$ cat src/rtl/clkgen_regs_pkg.sv
// Register map, field layout and sequencing constants of the holdover delay and soft reset slice
package clkgen_regs_pkg;

    typedef logic [11:0] reg_idx_t;

    // Register indices; the byte address on the bus is four times the index
    localparam reg_idx_t IDX_HIST_DLY_B3 = 12'h284;
    localparam reg_idx_t IDX_HIST_DLY_B2 = 12'h285;
    localparam reg_idx_t IDX_HIST_DLY_B1 = 12'h286;
    localparam reg_idx_t IDX_HIST_DLY_B0 = 12'h287;
    localparam reg_idx_t IDX_CHAN_RST = 12'h2A4;
    localparam reg_idx_t IDX_PLL_RST = 12'h2A5;

    // Reserved registers with their writable bit masks
    localparam int unsigned RSVD_NUM = 15;
    localparam reg_idx_t RSVD_IDX [RSVD_NUM] = '{
        12'h2A6, 12'h2A9, 12'h2AA, 12'h2AB, 12'h2AC, 12'h2AD, 12'h2AE, 12'h2AF,
        12'h2B0, 12'h2B3, 12'h2CB, 12'h2CC, 12'h2CD, 12'h2CE, 12'h2CF
    };
    localparam logic [7:0] RSVD_WMASK [RSVD_NUM] = '{
        8'hE0, 8'h77, 8'hF7, 8'h77, 8'h77, 8'h77, 8'h77, 8'h07,
        8'h77, 8'hFF, 8'h0F, 8'h84, 8'h84, 8'h84, 8'h84
    };

    // Field layout
    localparam logic [7:0] HIST_DLY_B3_WMASK = 8'h7F;
    localparam int unsigned CHAN_RST_W = 6;
    localparam int unsigned PLL1_RST_BIT = 0;
    localparam int unsigned PLL2_RST_BIT = 1;
    localparam int unsigned NUM_OUT_DIV = 8;

    // Values after reset
    localparam logic [7:0] BYTE_RESET = 8'h00;
    localparam logic [CHAN_RST_W-1:0] CHAN_RST_RESET = 6'h00;

    // Channel codes
    localparam logic [CHAN_RST_W-1:0] CHAN_CODE_CH0 = 6'h00;
    localparam logic [CHAN_RST_W-1:0] CHAN_CODE_CH1 = 6'h01;
    localparam logic [CHAN_RST_W-1:0] CHAN_CODE_CH23 = 6'h02;
    localparam logic [CHAN_RST_W-1:0] CHAN_CODE_CH45 = 6'h03;
    localparam logic [CHAN_RST_W-1:0] CHAN_CODE_CH6 = 6'h04;
    localparam logic [CHAN_RST_W-1:0] CHAN_CODE_CH7 = 6'h05;

    // Soft reset pulse length in core clock cycles
    localparam logic [3:0] SOFT_RST_PULSE_CYCLES = 4'h4;

    // AHB-Lite transfer types
    localparam logic [1:0] HTRANS_NONSEQ = 2'h2;
    localparam logic [1:0] HTRANS_SEQ = 2'h3;

    typedef enum logic [1:0] {
        STB_IDLE = 2'b00,
        STB_PULSE = 2'b01,
        STB_CLEAR = 2'b10
    } strobe_state_e;

endpackage : clkgen_regs_pkg

$ cat src/rtl/reset_strobe_seq.sv
// Sequencer that turns a trigger into a reset pulse lasting SOFT_RST_PULSE_CYCLES cycles after the last trigger, followed by a clear strobe
`timescale 1ns/100ps
module reset_strobe_seq
(
    // Clock and reset
    input wire logic i_core_clk,
    input wire logic i_sys_rst,
    // Trigger
    input wire logic i_start,
    // Results
    output logic o_pulse,
    output logic o_done
);
    import clkgen_regs_pkg::*;

    typedef struct packed {
        strobe_state_e state;
        logic [3:0] cnt;
        logic pulse;
        logic done;
    } seq_s;

    seq_s q;
    seq_s d;

    always_comb
    begin
        d = q;
        d.done = 1'b0;
        unique case (q.state)
            STB_IDLE:
            begin
                if (i_start)
                begin
                    d.state = STB_PULSE;
                    d.cnt = SOFT_RST_PULSE_CYCLES - 4'h1;
                    d.pulse = 1'b1;
                end
            end
            STB_PULSE:
            begin
                if (i_start)
                begin
                    d.cnt = SOFT_RST_PULSE_CYCLES - 4'h1;
                end
                else if (q.cnt == 4'h0)
                begin
                    d.state = STB_CLEAR;
                    d.pulse = 1'b0;
                end
                else
                begin
                    d.cnt = q.cnt - 4'h1;
                end
            end
            STB_CLEAR:
            begin
                // A fresh trigger here restarts the pulse and cancels the clear
                if (i_start)
                begin
                    d.state = STB_PULSE;
                    d.cnt = SOFT_RST_PULSE_CYCLES - 4'h1;
                    d.pulse = 1'b1;
                end
                else
                begin
                    d.state = STB_IDLE;
                    d.done = 1'b1;
                end
            end
            default:
            begin
                d.state = STB_IDLE;
                d.pulse = 1'b0;
            end
        endcase
    end

    always_ff @(posedge i_core_clk or posedge i_sys_rst)
    begin
        if (i_sys_rst)
        begin
            q <= '{state: STB_IDLE, cnt: 4'h0, pulse: 1'b0, done: 1'b0};
        end
        else
        begin
            q <= d;
        end
    end

    assign o_pulse = q.pulse;
    assign o_done = q.done;

endmodule : reset_strobe_seq

$ cat src/rtl/holdover_delay_and_soft_reset_regs.sv
// AHB-Lite register slice: second loop history delay and self-clearing soft reset controls
//
// Chosen here: the AHB-Lite register port.
`timescale 1ns/100ps
//
// Function
// Delay bytes assemble bits 30:24, 23:16, 15:8, 7:0 from lowest to highest address.
// First delay byte bit 7 is reserved read-only; bits 6:0 hold delay 30:24.
// Software keeps the delay below two to the power of the history timer.
// Software keeps the history timer setting between 0 and 30.
// Channel field code selects divider: 0,1,2-3,4-5,6,7 for codes 0 to 5.
// Channel field resets to zero, write triggers, self clears; bits 7:6 read zero.
// Bit 1 of PLL reset resets second PLL calibrator, N, R and VCO dividers.
// After second PLL soft reset its calibrator owns the N divider reset.
// Bit 0 resets first PLL calibrator and dividers; calibrator then owns N reset.
// Each PLL soft reset bit returns to zero by itself.
// PLL soft reset leaves the CMOS output divider untouched.
// PLL reset register bits 7:2 are reserved, read-only, zero.
// Valid channel write gives one reset pulse then field clears within cycles.
// Software writes back reserved fields as read.
module holdover_delay_and_soft_reset_regs
(
    // Clock and reset
    input wire logic i_core_clk,
    input wire logic i_sys_rst,
    // AHB-Lite slave
    input wire logic i_hsel,
    input wire logic [31:0] i_haddr,
    input wire logic [1:0] i_htrans,
    input wire logic i_hwrite,
    input wire logic [2:0] i_hsize,
    input wire logic i_hready,
    input wire logic [31:0] i_hwdata,
    output logic o_hreadyout,
    output logic o_hresp,
    output logic [31:0] o_hrdata,
    // Second loop history monitor setting
    output logic [30:0] o_second_loop_history_delay,
    // Output channel divider resets
    output logic [clkgen_regs_pkg::NUM_OUT_DIV-1:0] o_out_div_rst,
    // PLL resets, index 0 first PLL, index 1 second PLL
    output logic [1:0] o_pll_cal_rst,
    output logic [1:0] o_pll_ndiv_rst,
    output logic [1:0] o_pll_rdiv_rst,
    output logic [1:0] o_pll_vcodiv_rst,
    output logic [1:0] o_pll_ndiv_cal_own
);
    import clkgen_regs_pkg::*;

    // Register selected by an index
    typedef enum logic [2:0] {
        KIND_NONE = 3'b000,
        KIND_DLY_B3 = 3'b001,
        KIND_DLY_B2 = 3'b010,
        KIND_DLY_B1 = 3'b011,
        KIND_DLY_B0 = 3'b100,
        KIND_CHAN = 3'b101,
        KIND_PLL = 3'b110,
        KIND_RSVD = 3'b111
    } reg_kind_e;

    typedef struct packed {
        logic wr_pend;
        reg_idx_t wr_idx;
        logic wr_map;
        logic [31:0] rdata;
        logic [7:0] dly_b3;
        logic [7:0] dly_b2;
        logic [7:0] dly_b1;
        logic [7:0] dly_b0;
        logic [CHAN_RST_W-1:0] chan_field;
        logic [1:0] pll_field;
        logic [RSVD_NUM-1:0][7:0] rsvd;
        logic [NUM_OUT_DIV-1:0] out_div_rst;
        logic [1:0] pll_rst;
        logic [1:0] ndiv_own;
    } regs_s;

    regs_s q;
    regs_s d;

    logic addr_ok;
    reg_kind_e wr_kind;
    logic access;
    reg_idx_t acc_idx;
    logic wr_now;
    logic chan_start;
    logic [1:0] pll_start;
    logic chan_pulse;
    logic chan_done;
    logic [1:0] pll_pulse;
    logic [1:0] pll_done;

    // Channel code to divider mask; codes above the table select nothing
    function automatic logic [NUM_OUT_DIV-1:0] chan_decode(input logic [CHAN_RST_W-1:0] code);
        logic [NUM_OUT_DIV-1:0] m;
        m = '0;
        unique case (code)
            CHAN_CODE_CH0: m = 8'h01;
            CHAN_CODE_CH1: m = 8'h02;
            CHAN_CODE_CH23: m = 8'h0C;
            CHAN_CODE_CH45: m = 8'h30;
            CHAN_CODE_CH6: m = 8'h40;
            CHAN_CODE_CH7: m = 8'h80;
            default: m = 8'h00;
        endcase
        return m;
    endfunction : chan_decode

    // Index of a reserved register, or RSVD_NUM when none matches
    function automatic int unsigned rsvd_slot(input reg_idx_t idx);
        int unsigned s;
        s = RSVD_NUM;
        for (int unsigned i = 0; i < RSVD_NUM; i++)
        begin
            if (RSVD_IDX[i] == idx)
            begin
                s = i;
            end
        end
        return s;
    endfunction : rsvd_slot

    // One index decode, shared by map check, read view and write commit
    function automatic reg_kind_e reg_kind(input reg_idx_t idx);
        reg_kind_e k;
        unique case (idx)
            IDX_HIST_DLY_B3: k = KIND_DLY_B3;
            IDX_HIST_DLY_B2: k = KIND_DLY_B2;
            IDX_HIST_DLY_B1: k = KIND_DLY_B1;
            IDX_HIST_DLY_B0: k = KIND_DLY_B0;
            IDX_CHAN_RST: k = KIND_CHAN;
            IDX_PLL_RST: k = KIND_PLL;
            default: k = (rsvd_slot(idx) != RSVD_NUM) ? KIND_RSVD : KIND_NONE;
        endcase
        return k;
    endfunction : reg_kind

    function automatic logic is_mapped(input reg_idx_t idx);
        logic hit;
        hit = (reg_kind(idx) != KIND_NONE);
        return hit;
    endfunction : is_mapped

    // Transfers wider than the 32-bit data bus are protocol errors and are ignored
    function automatic logic size_ok(input logic [2:0] size);
        return size <= 3'h2;
    endfunction : size_ok

    // Read view of one register, taken from a given state copy
    function automatic logic [7:0] read_byte(input regs_s s, input reg_idx_t idx);
        logic [7:0] v;
        int unsigned slot;
        v = 8'h00;
        slot = rsvd_slot(idx);
        unique case (reg_kind(idx))
            KIND_DLY_B3:
            begin
                v = s.dly_b3 & HIST_DLY_B3_WMASK;
            end
            KIND_DLY_B2:
            begin
                v = s.dly_b2;
            end
            KIND_DLY_B1:
            begin
                v = s.dly_b1;
            end
            KIND_DLY_B0:
            begin
                v = s.dly_b0;
            end
            KIND_CHAN:
            begin
                v = {2'b00, s.chan_field};
            end
            KIND_PLL:
            begin
                v = {6'h00, s.pll_field};
            end
            KIND_RSVD:
            begin
                v = s.rsvd[slot] & RSVD_WMASK[slot];
            end
            KIND_NONE:
            begin
                v = 8'h00;
            end
        endcase
        return v;
    endfunction : read_byte

    // Address phase decode
    assign addr_ok = (i_haddr[31:14] == 18'h00000) && (i_haddr[1:0] == 2'b00) && size_ok(i_hsize);
    assign acc_idx = i_haddr[13:2];
    assign access = i_hsel && i_hready && ((i_htrans == HTRANS_NONSEQ) || (i_htrans == HTRANS_SEQ));

    // Data phase write commit
    // Kind of the register whose data phase is open
    assign wr_kind = reg_kind(q.wr_idx);
    assign wr_now = q.wr_pend && q.wr_map;
    assign chan_start = wr_now && (wr_kind == KIND_CHAN);
    assign pll_start[0] = wr_now && (wr_kind == KIND_PLL) && i_hwdata[PLL1_RST_BIT];
    assign pll_start[1] = wr_now && (wr_kind == KIND_PLL) && i_hwdata[PLL2_RST_BIT];

    always_comb
    begin
        int unsigned slot;
        slot = RSVD_NUM;
        d = q;

        // Writes land at the end of the data phase
        if (wr_now)
        begin
            slot = rsvd_slot(q.wr_idx);
            unique case (wr_kind)
                KIND_DLY_B3:
                begin
                    d.dly_b3 = i_hwdata[7:0] & HIST_DLY_B3_WMASK;
                end
                KIND_DLY_B2:
                begin
                    d.dly_b2 = i_hwdata[7:0];
                end
                KIND_DLY_B1:
                begin
                    d.dly_b1 = i_hwdata[7:0];
                end
                KIND_DLY_B0:
                begin
                    d.dly_b0 = i_hwdata[7:0];
                end
                KIND_RSVD:
                begin
                    d.rsvd[slot] = i_hwdata[7:0] & RSVD_WMASK[slot];
                end
                KIND_CHAN, KIND_PLL, KIND_NONE:
                begin
                    // Soft reset fields are handled below
                end
            endcase
        end

        // Channel field: any write triggers, clear on done unless rewritten
        if (chan_start)
        begin
            d.chan_field = i_hwdata[CHAN_RST_W-1:0];
        end
        else if (chan_done)
        begin
            d.chan_field = CHAN_RST_RESET;
        end

        // PLL bits: a write of one sets, the sequencer clears, set wins
        for (int unsigned p = 0; p < 2; p++)
        begin
            if (pll_start[p])
            begin
                d.pll_field[p] = 1'b1;
            end
            else if (pll_done[p])
            begin
                d.pll_field[p] = 1'b0;
            end
            if (pll_done[p])
            begin
                d.ndiv_own[p] = 1'b1;
            end
        end

        // Divider pulses come from the held code during the pulse window
        d.out_div_rst = chan_pulse ? chan_decode(q.chan_field) : '0;
        d.pll_rst = pll_pulse;

        // Capture the address phase
        d.wr_pend = access && i_hwrite;
        d.wr_idx = acc_idx;
        d.wr_map = addr_ok && is_mapped(acc_idx);

        // Read data sampled from the next state so a just-written value is seen
        if (access && !i_hwrite)
        begin
            d.rdata = (addr_ok && is_mapped(acc_idx)) ? {24'h000000, read_byte(d, acc_idx)} : 32'h00000000;
        end
    end

    always_ff @(posedge i_core_clk or posedge i_sys_rst)
    begin
        if (i_sys_rst)
        begin
            q <= '0;
        end
        else
        begin
            q <= d;
        end
    end

    reset_strobe_seq u_chan_seq
    (
        .i_core_clk(i_core_clk),
        .i_sys_rst(i_sys_rst),
        .i_start(chan_start),
        .o_pulse(chan_pulse),
        .o_done(chan_done)
    );

    reset_strobe_seq u_pll1_seq
    (
        .i_core_clk(i_core_clk),
        .i_sys_rst(i_sys_rst),
        .i_start(pll_start[0]),
        .o_pulse(pll_pulse[0]),
        .o_done(pll_done[0])
    );

    reset_strobe_seq u_pll2_seq
    (
        .i_core_clk(i_core_clk),
        .i_sys_rst(i_sys_rst),
        .i_start(pll_start[1]),
        .o_pulse(pll_pulse[1]),
        .o_done(pll_done[1])
    );

    // Bus answers: zero wait states, always OKAY
    assign o_hreadyout = 1'b1;
    assign o_hresp = 1'b0;
    assign o_hrdata = q.rdata;

    assign o_second_loop_history_delay = {q.dly_b3[6:0], q.dly_b2, q.dly_b1, q.dly_b0};

    assign o_out_div_rst = q.out_div_rst;

    // The CMOS output divider has no reset port here, so it is never touched
    assign o_pll_cal_rst = q.pll_rst;
    assign o_pll_ndiv_rst = q.pll_rst;
    assign o_pll_rdiv_rst = q.pll_rst;
    assign o_pll_vcodiv_rst = q.pll_rst;
    assign o_pll_ndiv_cal_own = q.ndiv_own;

endmodule : holdover_delay_and_soft_reset_regs

$ cat config.mk
export PLATFORM = sky130hd
export DESIGN_NAME = holdover_delay_and_soft_reset_regs
export DESIGN_NICKNAME = d
export VERILOG_FILES = /design/src/rtl/clkgen_regs_pkg.sv /design/src/rtl/reset_strobe_seq.sv /design/src/rtl/holdover_delay_and_soft_reset_regs.sv
export SDC_FILE = /design/constraint.sdc
export NUM_CORES = 1
export LEC_CHECK = 0
export BUFFER_PORTS_ARGS = -buffer_cell sky130_fd_sc_hd__buf_4
export CAP_MARGIN = 20
export CORE_UTILIZATION = 60
export DETAILED_ROUTE_END_ITERATION = 8
export GPL_ROUTABILITY_DRIVEN = 0
export GPL_TIMING_DRIVEN = 0
export HOLD_SLACK_MARGIN = 0.03
export PLACE_DENSITY = 0.83
export SYNTH_ARGS = -nofsm -noshare
export SYNTH_HDL_FRONTEND = slang
export SYNTH_SLANG_ARGS = --single-unit
$ cat constraint.sdc
create_clock -name i_core_clk -period 12.2 [get_ports i_core_clk]
set_input_delay 0 -clock i_core_clk [delete_from_list [all_inputs] [get_ports i_core_clk]]
set_output_delay 0 -clock i_core_clk [all_outputs]
set_load 0.01 [all_outputs]
After elaboration in Yosys (flattened, before gate mapping)

Memories as Yosys holds them, arrays and structs flattened.
Cells that the tools add are included.

Register bits after elaboration: 241
Memories: 2
ROM bits: 256
Input port bits: 74
Output and inout port bits: 83
Word-level logic and storage cells: 295

Memories:

| name            | depth | width | rd ports | clocked after memory_dff | wr ports | line                                      | source |
|---|---|---|---|---|---|---|---|
| (no name shown) | 16    | 8     | 1        | 0                        | 0        | holdover_delay_and_soft_reset_regs.sv:183 | `v = s.rsvd[slot] & RSVD_WMASK[slot];` |
| (no name shown) | 16    | 8     | 1        | 0                        | 0        | holdover_delay_and_soft_reset_regs.sv:235 | `d.rsvd[slot] = i_hwdata[7:0] & RSVD_WMASK[slot];` |

$lt $le $gt $ge: 6
Add/subtract/negate cells: 3
Mux-type cells: 110
Bitwise operators: 4
Reduce and logical (&&, ||, !) cells: 42
Equality and inequality tests: 87

Operator list:

| kind                   | count |
|---|---|
| $mux W32               | 32 |
| $eq A10 B12 Y1 const A | 30 |
| $mux W120              | 2 |
| $eq A12 B10 Y1 const B | 12 |
| $bwmux W120            | 1 |
| $ne A32 B4 Y1 const B  | 3 |
| $mux W8                | 11 |
| $ge A33 B5 Y1 const B  | 2 |
| $not A32 Y33           | 2 |
| $lt A32 B5 Y1 const B  | 2 |
| $pmux W8 S8            | 1 |
| $pmux W3 S6            | 3 |
| $pmux W8 S6            | 1 |
| $mux W4                | 9 |
| $pmux W4 S3            | 3 |
| $bmux W8 S4            | 1 |
| $demux W8 S4           | 1 |
| $ge A32 B1 Y1 const B  | 1 |
| $mux W31               | 1 |
| $mux W7                | 4 |
| $eq A3 B3 Y1 const B   | 8 |
| $reduce_and A4 Y1      | 6 |
| $mux W1                | 19 |
| $logic_not A18 Y1      | 1 |
| 30 further kinds       | 96 |

Longest topological paths before layout

Gate-level depths: netlist of run 1.

Depth in word-level cells: 30
Depth in mapped cells: 18
Depth with buffers taken out: 16

Modules after synthesis

From an unflattened synthesis of run 1, not the netlist that was laid out.

Cell total of the unflattened synthesis: 1136
Area, all modules: 10786.6 um^2

By module, submodules not included:

| module                             | cells each | area each (um^2) | sequential area each (um^2) | times used |
|---|---|---|---|---|
| holdover_delay_and_soft_reset_regs | 1001       | 9480.3           | 4053.9                      | 1 |
| reset_strobe_seq                   | 45         | 435.4            | 200.2                       | 3 |

Worst setup path before layout of run 1

Ideal clock, no wire load.

Kind: flip-flop to flip-flop
From: register q[210] (netlist bit)
To: register q, in the netlist o_hrdata[4]
Library setup time: 0.132 ns
Path slack: 8.556 ns
Arrival: 3.512 ns
Clock period less this slack: 3.644 ns
Stages on the path, launching flop included: 18
Buffers on the path: 1
Required time: 12.068 ns
Cells stage by stage: dfrtp_1 buf_4 and4bb_2 nand4b_2 a21boi_0 or3b_2 and2_1 inv_1 ha_1 nand2_1 o211ai_1 a21oi_1 o21ai_1 o21ai_0 mux2_2 o221a_2 o311ai_0 a21oi_1

RTL lines:

| what                     | line                                      | source |
|---|---|---|
| start: declaration       | holdover_delay_and_soft_reset_regs.sv:79  | `regs_s q;` |
| start signal: assignment | holdover_delay_and_soft_reset_regs.sv:291 | `q <= '0;` |
| start signal: assignment | holdover_delay_and_soft_reset_regs.sv:295 | `q <= d;` |

==> flow_metrics.py, run 1 <==
metrics = {
    "floorplan": {
        "die_h_um": 135,
        "die_area_um2": 18300,
        "start_util_pct": 61.6,
        "die_x_um": 135,
        "io-pin-count": 157,
        "coreArea_um2": 17300,
        "std_cell_rows": 48,
    },
    "synth": {
        "synth_cells": 1100,
        "yosysSeqAreaShare_pct": 44.4,
        "synthXorXnorAreaFrac_pct": 0.0822,
        "yosys-top-cells-area": "dfrtp_1, buf_4, mux2_2, o21ai_0, nand2_1",
        "synthAdderAreaFrac_pct": 1.39,
        "yosysTopAreaCell": "dfrtp_1",
        "yosys.cell_count.top_type": "dfrtp_1",
        "avgSynthCellArea_um2": 9.68,
        "synth.mux.area_fraction_pct": 7.01,
        "synth_top_family_by_area": "simple AND/OR/NAND/NOR gates",
        "synth_top_cell_area_share_pct": 44.4,
        "syn-cell-area_um2": 10700,
        "synth_edf_count": 0,
        "ys_ff_latch": 189,
        "synthDistinctLibCells": 98,
        "synth-compound-area-share_pct": 18.7,
        "yosysWarnings": 0,
        "yosys-top-cells-count": "dfrtp_1, nand2_1, o21ai_0",
        "yosys.area_share.simple_pct": 19.0,
        "synth_flop_cell": "dfrtp_1",
        "async_flop_share_pct": 100,
    },
    "drt": {
        "postRouteAntennaNets": 0,
        "drc": 0,
        "drt_iter0_drc": 1153,
        "routed_wl_um": 32100,
        "vias": 9631,
        "avgRoutedWirePerCell_um": 21.2,
        "viasPerCell": 6.38,
        "drt-pass1-iter-count": 6,
    },
    "pwr": {
        "p_leak_nw": 5.80,
        "irDropWorstVdd_mv": 0.0991,
        "power.density_nw_per_um2": 101,
    },
    "clock_tree": {
        "cts_buffer_depth": 2,
        "cts_buffers": 17,
        "cts.htree.levels": 4,
        "cts_tree": "done",
        "cts-root-buf": "clkbuf_16",
        "clkSlewWorstSetupHoldPaths_ns": 0.07,
        "cts-resized-gates": 0,
        "insertion_delay_ns": 0.45,
        "cts_sinks": 189,
    },
    "finish": {
        "areaGrowthSynthToFinish_pct": 18.8,
        "num_antenna_cells": 0,
        "nNetsFinal": 1357,
        "multi_input_area_um2": 5020,
        "final-seq-area_um2": 4730,
        "fill_cells": 1278,
        "drive_gt1_share_pct": 26.6,
        "final_core_util_pct": 73.2,
    },
    "global_route": {
        "grt_pass1_wl_um": 50000,
        "grt_start_max_net_pins": 110,
        "grtUsageTotal_pct": 36.2,
        "grt_pass1_vias": 9330,
        "antenna_found_initial": 0,
        "grt_overflow": 0,
    },
    "sta": {
        "finalSetupViolations": 0,
        "slew_headroom_pct": 29.4,
        "report.final.slew_viol_count": 0,
        "holdWs_ns": 0.106,
        "worstMarginPinSlew_ns": 1.05,
        "finalHoldViolCount": 0,
        "fin_crit_ns": 4.77,
        "tns_ns": 0,
        "rsz0062_at_grt": "no",
        "fin_crit_sh_pct": 39.1,
        "skew_ns": 0.0106,
        "fmax_ghz": 0.209,
    },
    "setup_path": {
        "timing.rr.start": "q[207]$_DFF_PP0_",
        "end_kind": "flop",
        "worstRegToRegCells": 18,
        "crit_chain": "buf_2, nor2_1, nand3_1, o41ai_1, nor2_1, nor2_1, nor2_1, inv_1, ha_1, buf_2, nand4_1, mux2_2, or3_1, o311ai_0, a211oi_1, o21ai_0, and3_1, o21ai_1",
        "critPathSlowestCell": "o41ai_1",
        "worst-path-max-fanout": 10,
        "crit_arrival_ns": 5.09,
        "reg2reg_to": "o_hrdata[1]$_DFFE_PP0P_",
        "start_kind": "flop",
        "cp.required_ns": 12.51,
        "crit_top_cell": "nor2_1",
        "critical-path-max-stage-delay_ns": 0.78,
        "r2r_slack_ns": 7.43,
        "critPathKind": "flop to flop",
    },
    "placement": {
        "io_buffers": 105,
        "dp_hpwl_um": 22800,
    },
    "worst_hold_path": {
        "min_path_cells": 6,
        "holdCritStartpoint": "i_haddr[18]",
        "hold_end": "q[204]$_DFF_PP0_",
        "hold_path.class": "input pin to flop",
    },
    "run": {
        "drv_cap": 0,
    },
    "run_status": {
        "status": "finished clean",
    },
}
==> worst max-delay path, delay by kind of cell, from the launching register on <==
family,cells,cell delay [ns]
adders and majority gates,1,0.15
DFF,1,0.48
buffers and inverters,3,0.56
muxes,1,0.49
and+or+nand+nor,8,1.66
AOI/OAI and AO/OA,5,1.29
==> routing by layer <==
layer	vias to the layer above	part of all wire, %	global-route usage, %	wire length [um]
li1	4237	-	-	-
met1	4582	38	46.3	12300
met2	670	46	55.8	14600
met3	142	11	10.9	3550
met4	0	5.0	18.2	1610
met5	-	0	0	0
==> power by group <==
part | switching [mW] | internal, mW
clock network | 0.258 | 0.292
registers | 0.00426 | 0.631
logic | 0.0566 | 0.0413
total | 0.319 | 0.965
==> stage by stage <==
stage,worst slack [ns],instance area [um^2],cells,power [mW]
after global placement,5.11,11800,1454,0.734
after global routing,7.35,12700,1510,1.32
after detailed placement,7.74,11900,1455,0.737
final,7.43,12700,1510,1.28
after CTS,7.70,12700,1510,1.28
after floorplan,7.06,10700,1124,0.700
==> flip-flops by register name (all words and copies together), names as in the netlist <==
signal	flops
u_pll1_seq.o_pulse	1
o_second_loop_history_delay	31
q	116
u_chan_seq.o_pulse	1
u_pll2_seq.o_pulse	1
o_pll_ndiv_cal_own	2
u_pll1_seq.o_done	1
u_chan_seq.q	6
o_out_div_rst	6
o_hrdata	8
u_pll2_seq.q	6
o_pll_cal_rst	2
u_pll1_seq.q	6
u_pll2_seq.o_done	1
u_chan_seq.o_done	1
==> cells in the final DEF (no fill, tap or decap), types with 5 or more instances in the layout <==
cell,n
buf_4,191
o22ai_1,10
ha_1,11
a21oi_1,36
dfrtp_1,189
and3_1,10
inv_1,33
a221oi_1,5
clkbuf_16,17
a211oi_1,8
o21ai_0,96
dlygate4sd3_1,23
and4bb_2,5
nor3_1,24
o211ai_1,25
nand3_1,27
nand4_1,12
a32o_1,5
a22oi_1,6
nor4_1,6
nand4b_1,5
nand2_1,122
o21ai_1,16
o311ai_0,5
nor2_1,55
mux2_2,53
nand2b_1,21
nor2b_1,14
o21a_1,12
conb_1,26
and4_1,7
and2_1,5
inv_6,5
o21ba_2,6
buf_2,18
mux2i_1,15
clkbuf_1,31
==> kinds of logic after synthesis <==
kind of cell             count (synthesis)
AO/OA/AOI/OAI                          291
buffers and inverters                  171
XOR/XNOR                                 1
adder cells (fa/ha/maj)                 12
multiplexers                            68
AND/OR/NAND/NOR                        366
flip-flops                             189
other                                    2
==> how the worst max path moves through the flow <==
stage	start	end	slack (ns)
finish	q[207]$_DFF_PP0_	o_hrdata[1]$_DFFE_PP0P_	7.43
global route	q[207]$_DFF_PP0_	o_hrdata[4]$_DFFE_PP0P_	7.35
CTS	q[207]$_DFF_PP0_	o_hrdata[1]$_DFFE_PP0P_	7.70
detailed placement	q[207]$_DFF_PP0_	o_hrdata[1]$_DFFE_PP0P_	7.74
global placement	i_sys_rst	o_pll_ndiv_cal_own[0]$_DFFE_PP0P_	5.11
floorplan	i_sys_rst	o_hrdata[0]$_DFFE_PP0P_	7.06
==> repair_timing <==
| action | in CTS | in global routing |
|---|---|---|
| endpoints found under the hold margin | 130 | 0 |
| hold buffers | 23 | 0 |
| setup buffers | 0 | 0 |
==> area by class of cell <==
class	instances	area share (%)
buffer	136	6.83
clock buffer	20	3.53
clock inverter	12	0.999
inverter	35	1.10
multi-input combinational	764	39.7
sequential	189	37.4
tap	225	2.22
timing repair buffer	129	8.26
Note: power is estimated with default switching activity, not from simulation.
==> run 2: changes to the inputs <==
CORE_UTILIZATION = 52   (was 60)
PLACE_DENSITY = 0.77   (was 0.83)
clock period = 4.1 ns   (was 12.2 ns; I/O delays follow)
==> flow_metrics.py, run 2 (synthesis results as in run 1) <==
metrics = {
    "placement": {
        "dp_hpwl_um": 23400,
        "io_buffers": 105,
    },
    "setup_path": {
        "cp.required_ns": 4.42,
        "cpLargestDelayFamily": "compound AO/OA/AOI/OAI gates",
        "end_kind": "flop",
        "crit_chain": "buf_2, nor2_1, nand3_1, o41ai_4, nor2_1, nor2_1, nor2_1, inv_1, ha_1, o221ai_2, o211a_4, o221a_2, mux2_2, mux2_2, o221a_2, o311ai_2, a21oi_1",
        "start_kind": "flop",
        "critPathKind": "flop to flop",
        "path_buf_inv": 2,
        "critical-path-max-stage-delay_ns": 0.47,
        "r2r_slack_ns": 0.03,
        "crit_arrival_ns": 4.39,
        "worstRegToRegCells": 17,
        "critPathSlowestCell": "dfrtp_2",
        "worst-path-max-fanout": 10,
        "reg2reg_to": "o_hrdata[4]$_DFFE_PP0P_",
        "timing.rr.start": "q[207]$_DFF_PP0_",
        "crit_top_cell": "nor2_1",
    },
    "global_route": {
        "grt_pass1_wl_um": 50600,
        "grt_start_max_net_pins": 42,
        "grtUsageTotal_pct": 30.9,
        "use_met3_pct": 7.14,
        "antenna_found_initial": 0,
        "grt_overflow": 0,
        "grt_pass1_vias": 9232,
        "grtUsageMet1_pct": 40.7,
        "use_met2_pct": 47.3,
        "top_usage_layer": "met2",
    },
    "worst_hold_path": {
        "hold_path.class": "input pin to flop",
        "hold_end": "q[204]$_DFF_PP0_",
        "min_path_cells": 6,
        "holdCritStartpoint": "i_haddr[18]",
    },
    "drt": {
        "drt-pass1-iter-count": 5,
        "vias": 9507,
        "avgRoutedWirePerCell_um": 20.5,
        "drt_iter0_drc": 842,
        "postRouteAntennaNets": 0,
        "viasPerCell": 6.08,
        "drc": 0,
        "routed_wl_um": 32000,
    },
    "clock_tree": {
        "cts_sinks": 189,
        "cts.htree.levels": 4,
        "clkSlewWorstSetupHoldPaths_ns": 0.07,
        "cts_tree": "done",
        "cts_buffers": 17,
        "cts_buffer_depth": 2,
        "cts-root-buf": "clkbuf_16",
        "insertion_delay_ns": 0.45,
    },
    "run": {
        "drv_cap": 0,
    },
    "floorplan": {
        "die_h_um": 145,
        "die_x_um": 145,
        "io-pin-count": 157,
        "coreArea_um2": 19800,
        "std_cell_rows": 51,
        "die_area_um2": 21100,
        "start_util_pct": 53.8,
    },
    "sta": {
        "finalSetupViolations": 0,
        "worstMarginPinSlew_ns": 1.11,
        "fmax_ghz": 0.246,
        "fin_crit_ns": 4.07,
        "skew_ns": 0.00866,
        "slew_headroom_pct": 26.0,
        "holdWs_ns": 0.0880,
        "tns_ns": 0,
        "fin_crit_sh_pct": 99.3,
        "report.final.slew_viol_count": 0,
        "finalHoldViolCount": 0,
    },
    "finish": {
        "drive_gt1_share_pct": 30.3,
        "nNetsFinal": 1371,
        "largest_register_ffs": 116,
        "regMostFlops": "q",
        "final_cell_mix": "buf_4, dfrtp_1, nand2_1",
        "final_core_util_pct": 66.0,
        "areaGrowthSynthToFinish_pct": 22.5,
        "num_antenna_cells": 0,
        "layout_commonest_cell": "buf_4",
    },
    "pwr": {
        "p_leak_nw": 5.95,
        "power.density_nw_per_um2": 290,
        "irDropWorstVdd_mv": 0.300,
    },
    "run_status": {
        "status": "finished clean",
    },
}
## run 2: worst max-delay path by stage
stage,from,to,slack [ns],cells past startpoint
global placement,q[207]$_DFF_PP0_,o_hrdata[4]$_DFFE_PP0P_,-0.38,17
floorplan,q[210]$_DFF_PP0_,o_hrdata[4]$_DFFE_PP0P_,0.46,17
finish,q[207]$_DFF_PP0_,o_hrdata[4]$_DFFE_PP0P_,0.03,17
global route,q[210]$_DFF_PP0_,o_hrdata[1]$_DFFE_PP0P_,-0.007,15
CTS,q[211]$_DFF_PP0_,o_hrdata[7]$_DFFE_PP0P_,0.0009,15
detailed placement,q[207]$_DFF_PP0_,o_hrdata[4]$_DFFE_PP0P_,-0.40,17
## run 2: layout make-up
cell class                      count  area, um^2
Inverter                           35         135
Clock inverter                     15         128
Clock buffer                       17         425
Timing Repair Buffer              144        1200
Fill cell                        1624        6730
Tap cell                          265         332
Sequential cell                   189        4730
Buffer                            135         877
Multi-Input combinational cell    764        5220
## run 2: per-layer routing
metal	part of all wire, %	vias to the layer above
met1	40	4512
met2	44	602
met3	10	131
met5	0	-
li1	-	4262
met4	5.1	0
## run 2: repair_timing
item                                    in CTS  in global routing
endpoints found under the setup margin       9                 11
pin swaps                                    1                  9
hold endpoints to repair                    77                  0
resized for setup                           17                 42
buffers inserted                             1                 10
hold buffers                                23                  0
## run 2: power by group
group | switching [mW] | leakage, nW | internal [mW] | total [mW]
clock | 0.793 | 0.267 | 0.798 | 1.59
combinational | 0.172 | 3.51 | 0.132 | 0.304
sequential | 0.0130 | 2.17 | 1.88 | 1.89
total | 0.978 | 5.95 | 2.81 | 3.79
## run 2: tightest hold or removal path, cell delays in order
cell and delay (ns):
buf_4 0.07, nor4_1 0.03, nand2_1 0.05, nor2_1 0.05
o21ai_0 0.21, inv_1 0.06
## run 2: through the flow
step           cells  area, um^2  setup slack (ns)  total power [mW]
2_1_floorplan   1124       10700             0.456              2.08
5_1_grt         1564       13000          -0.00710              3.90
6_report        1564       13000            0.0271              3.79
3_5_place_dp    1499       12000            -0.403              2.20
4_1_cts         1555       12800          0.000905              3.78
3_3_place_gp    1494       11900            -0.380              2.19
==> run 3: changes to the inputs <==
BUFFER_PORTS_ARGS = -buffer_cell sky130_fd_sc_hd__buf_2   (was -buffer_cell sky130_fd_sc_hd__buf_4)
RECOVER_POWER = 25   (was unset)
==> flow_metrics.py, run 3 (synthesis results as in run 1) <==
metrics = {
    "run_status": {
        "status": "finished with violations",
        "violations": "capacitance limit, slew limit",
    },
    "drt": {
        "drt_iter0_drc": 1156,
        "vias": 9690,
        "postRouteAntennaNets": 0,
        "avgRoutedWirePerCell_um": 20.9,
        "routed_wl_um": 32600,
        "drc": 0,
        "drt-pass1-iter-count": 9,
        "viasPerCell": 6.19,
    },
    "clock_tree": {
        "clkSlewWorstSetupHoldPaths_ns": 0.07,
        "insertion_delay_ns": 0.45,
        "cts_buffer_depth": 2,
        "cts.htree.levels": 4,
        "cts_buffers": 17,
        "cts_sinks": 189,
        "cts-root-buf": "clkbuf_16",
        "cts_tree": "done",
    },
    "setup_path": {
        "worst-path-max-fanout": 10,
        "crit_arrival_ns": 4.41,
        "critPathKind": "flop to flop",
        "end_kind": "flop",
        "worstRegToRegCells": 16,
        "cp.required_ns": 4.47,
        "start_kind": "flop",
    },
    "placement": {
        "dp_hpwl_um": 23000,
        "io_buffers": 105,
        "dp_slack_ns": -0.514,
    },
    "global_route": {
        "grt_start_max_net_pins": 43,
        "grt_pass1_vias": 9095,
        "grt_pass1_wl_um": 50100,
        "grtUsageTotal_pct": 30.7,
        "grt_overflow": 0,
        "antenna_found_initial": 0,
    },
    "run": {
        "drv_cap": 1,
    },
    "sta": {
        "report.final.slew_viol_count": 43,
        "holdWs_ns": 0.0820,
        "fin_crit_sh_pct": 98.5,
        "skew_ns": 0.0105,
        "setup_slack_ns": 0.0607,
        "rsz0062_at_grt": "yes",
        "fin_crit_ns": 4.04,
        "slew_headroom_pct": -51.2,
        "finalHoldViolCount": 0,
        "worstMarginPinSlew_ns": 2.27,
        "finalSetupViolations": 0,
        "fmax_ghz": 0.248,
    },
    "floorplan": {
        "std_cell_rows": 51,
        "io-pin-count": 157,
        "coreArea_um2": 19800,
        "die_h_um": 145,
        "die_area_um2": 21100,
        "die_x_um": 145,
        "start_util_pct": 53.8,
    },
    "pwr": {
        "report.power.total_mw": 3.85,
        "irDropWorstVdd_mv": 0.255,
        "power.density_nw_per_um2": 301,
        "p_leak_nw": 5.87,
    },
    "finish": {
        "largest_register_ffs": 116,
        "final_cell_mix": "dfrtp_1, nand2_1, buf_2",
        "drive_gt1_share_pct": 29.6,
        "areaGrowthSynthToFinish_pct": 20.0,
        "num_antenna_cells": 0,
        "nNetsFinal": 1372,
        "layout_commonest_cell": "dfrtp_1",
        "regMostFlops": "q",
    },
    "worst_hold_path": {
        "min_path_cells": 6,
        "hold_path.class": "input pin to flop",
    },
}
## run 3: changes by cell type in the layout (fill, tap and decap cells not counted), sizes merged
cell / before / now
inv: 43 / 42
buf: 226 / 216
clkinv: 3 / 7
clkinvlp: 4 / 1
clkbuf: 47 / 58
## run 3: where the power goes
group	leakage (nW)	internal (mW)	total [mW]	switching (mW)
Clock	0.291	0.822	1.67	0.847
Combinational	3.41	0.112	0.286	0.175
Sequential	2.17	1.88	1.89	0.0124
## run 3: layer usage
| layer | global-route usage (%) | routed length [um] | vias up |
|---|---|---|---|
| li1 | - | - | 4260 |
| met1 | 40.9 | 13100 | 4637 |
| met2 | 47.6 | 14400 | 651 |
| met3 | 7.42 | 3540 | 142 |
| met4 | 13.3 | 1560 | 0 |
| met5 | 0 | 0 | - |
## run 3: what timing repair did
action                                 CTS  global route
gates cloned                             0             0
setup buffers                            1            10
setup endpoints to repair                9            10
resized for setup                       23            35
endpoints found under the hold margin  124             0
pin swaps                                1             8
hold buffers                            23             0
## run 3: cell type report
type	instances	area, um^2
Clock inverter	15	164
Fill cell	1610	7000
Tap cell	265	332
Buffer	136	883
Sequential cell	189	4730
Timing Repair Buffer	144	896
Clock buffer	17	425
Multi-Input combinational cell	764	5220
Inverter	35	135
## run 3: critical path, cell delays in order, from the launching register on
cell      delay [ns]
dfrtp_1         0.39
buf_4           0.18
and4bb_2        0.27
nand4b_4        0.10
a21boi_2        0.17
or3b_2          0.47
and2_4          0.19
inv_1           0.10
ha_1            0.18
nand3_2         0.10
or4_4           0.61
o21ai_4         0.16
o21a_1          0.15
o221ai_1        0.13
nor3_2          0.34
a21bo_2         0.28
a31oi_1         0.12
## run 3: final timing paths
path | start | endpoint | slack, ns
worst min register to register | u_pll1_seq.o_pulse$_DFFE_PP0P_ | o_pll_cal_rst[0]$_DFF_PP0_ | 0.39
worst min-delay path | i_haddr[18] | q[204]$_DFF_PP0_ | 0.08
worst max-delay path | q[210]$_DFF_PP0_ | o_hrdata[2]$_DFFE_PP0P_ | 0.06
max in group asynchronous | i_sys_rst | u_pll2_seq.q[2]$_DFFE_PP0P_ | 0.76
min in group asynchronous | i_sys_rst | q[82]$_DFF_PP0_ | 0.96
worst max register to register | q[210]$_DFF_PP0_ | o_hrdata[2]$_DFFE_PP0P_ | 0.06
## run 3: through the flow
step	TNS, ns	instance area [um^2]	util [%]	cells
after CTS	0	12600	63.8	1555
after global placement	-1.73	11600	58.6	1494
after detailed placement	-2.35	11700	59.2	1499
after global routing	-0.136	12800	64.6	1565
after floorplan	0	10700	-	1124
final	0	12800	64.6	1565
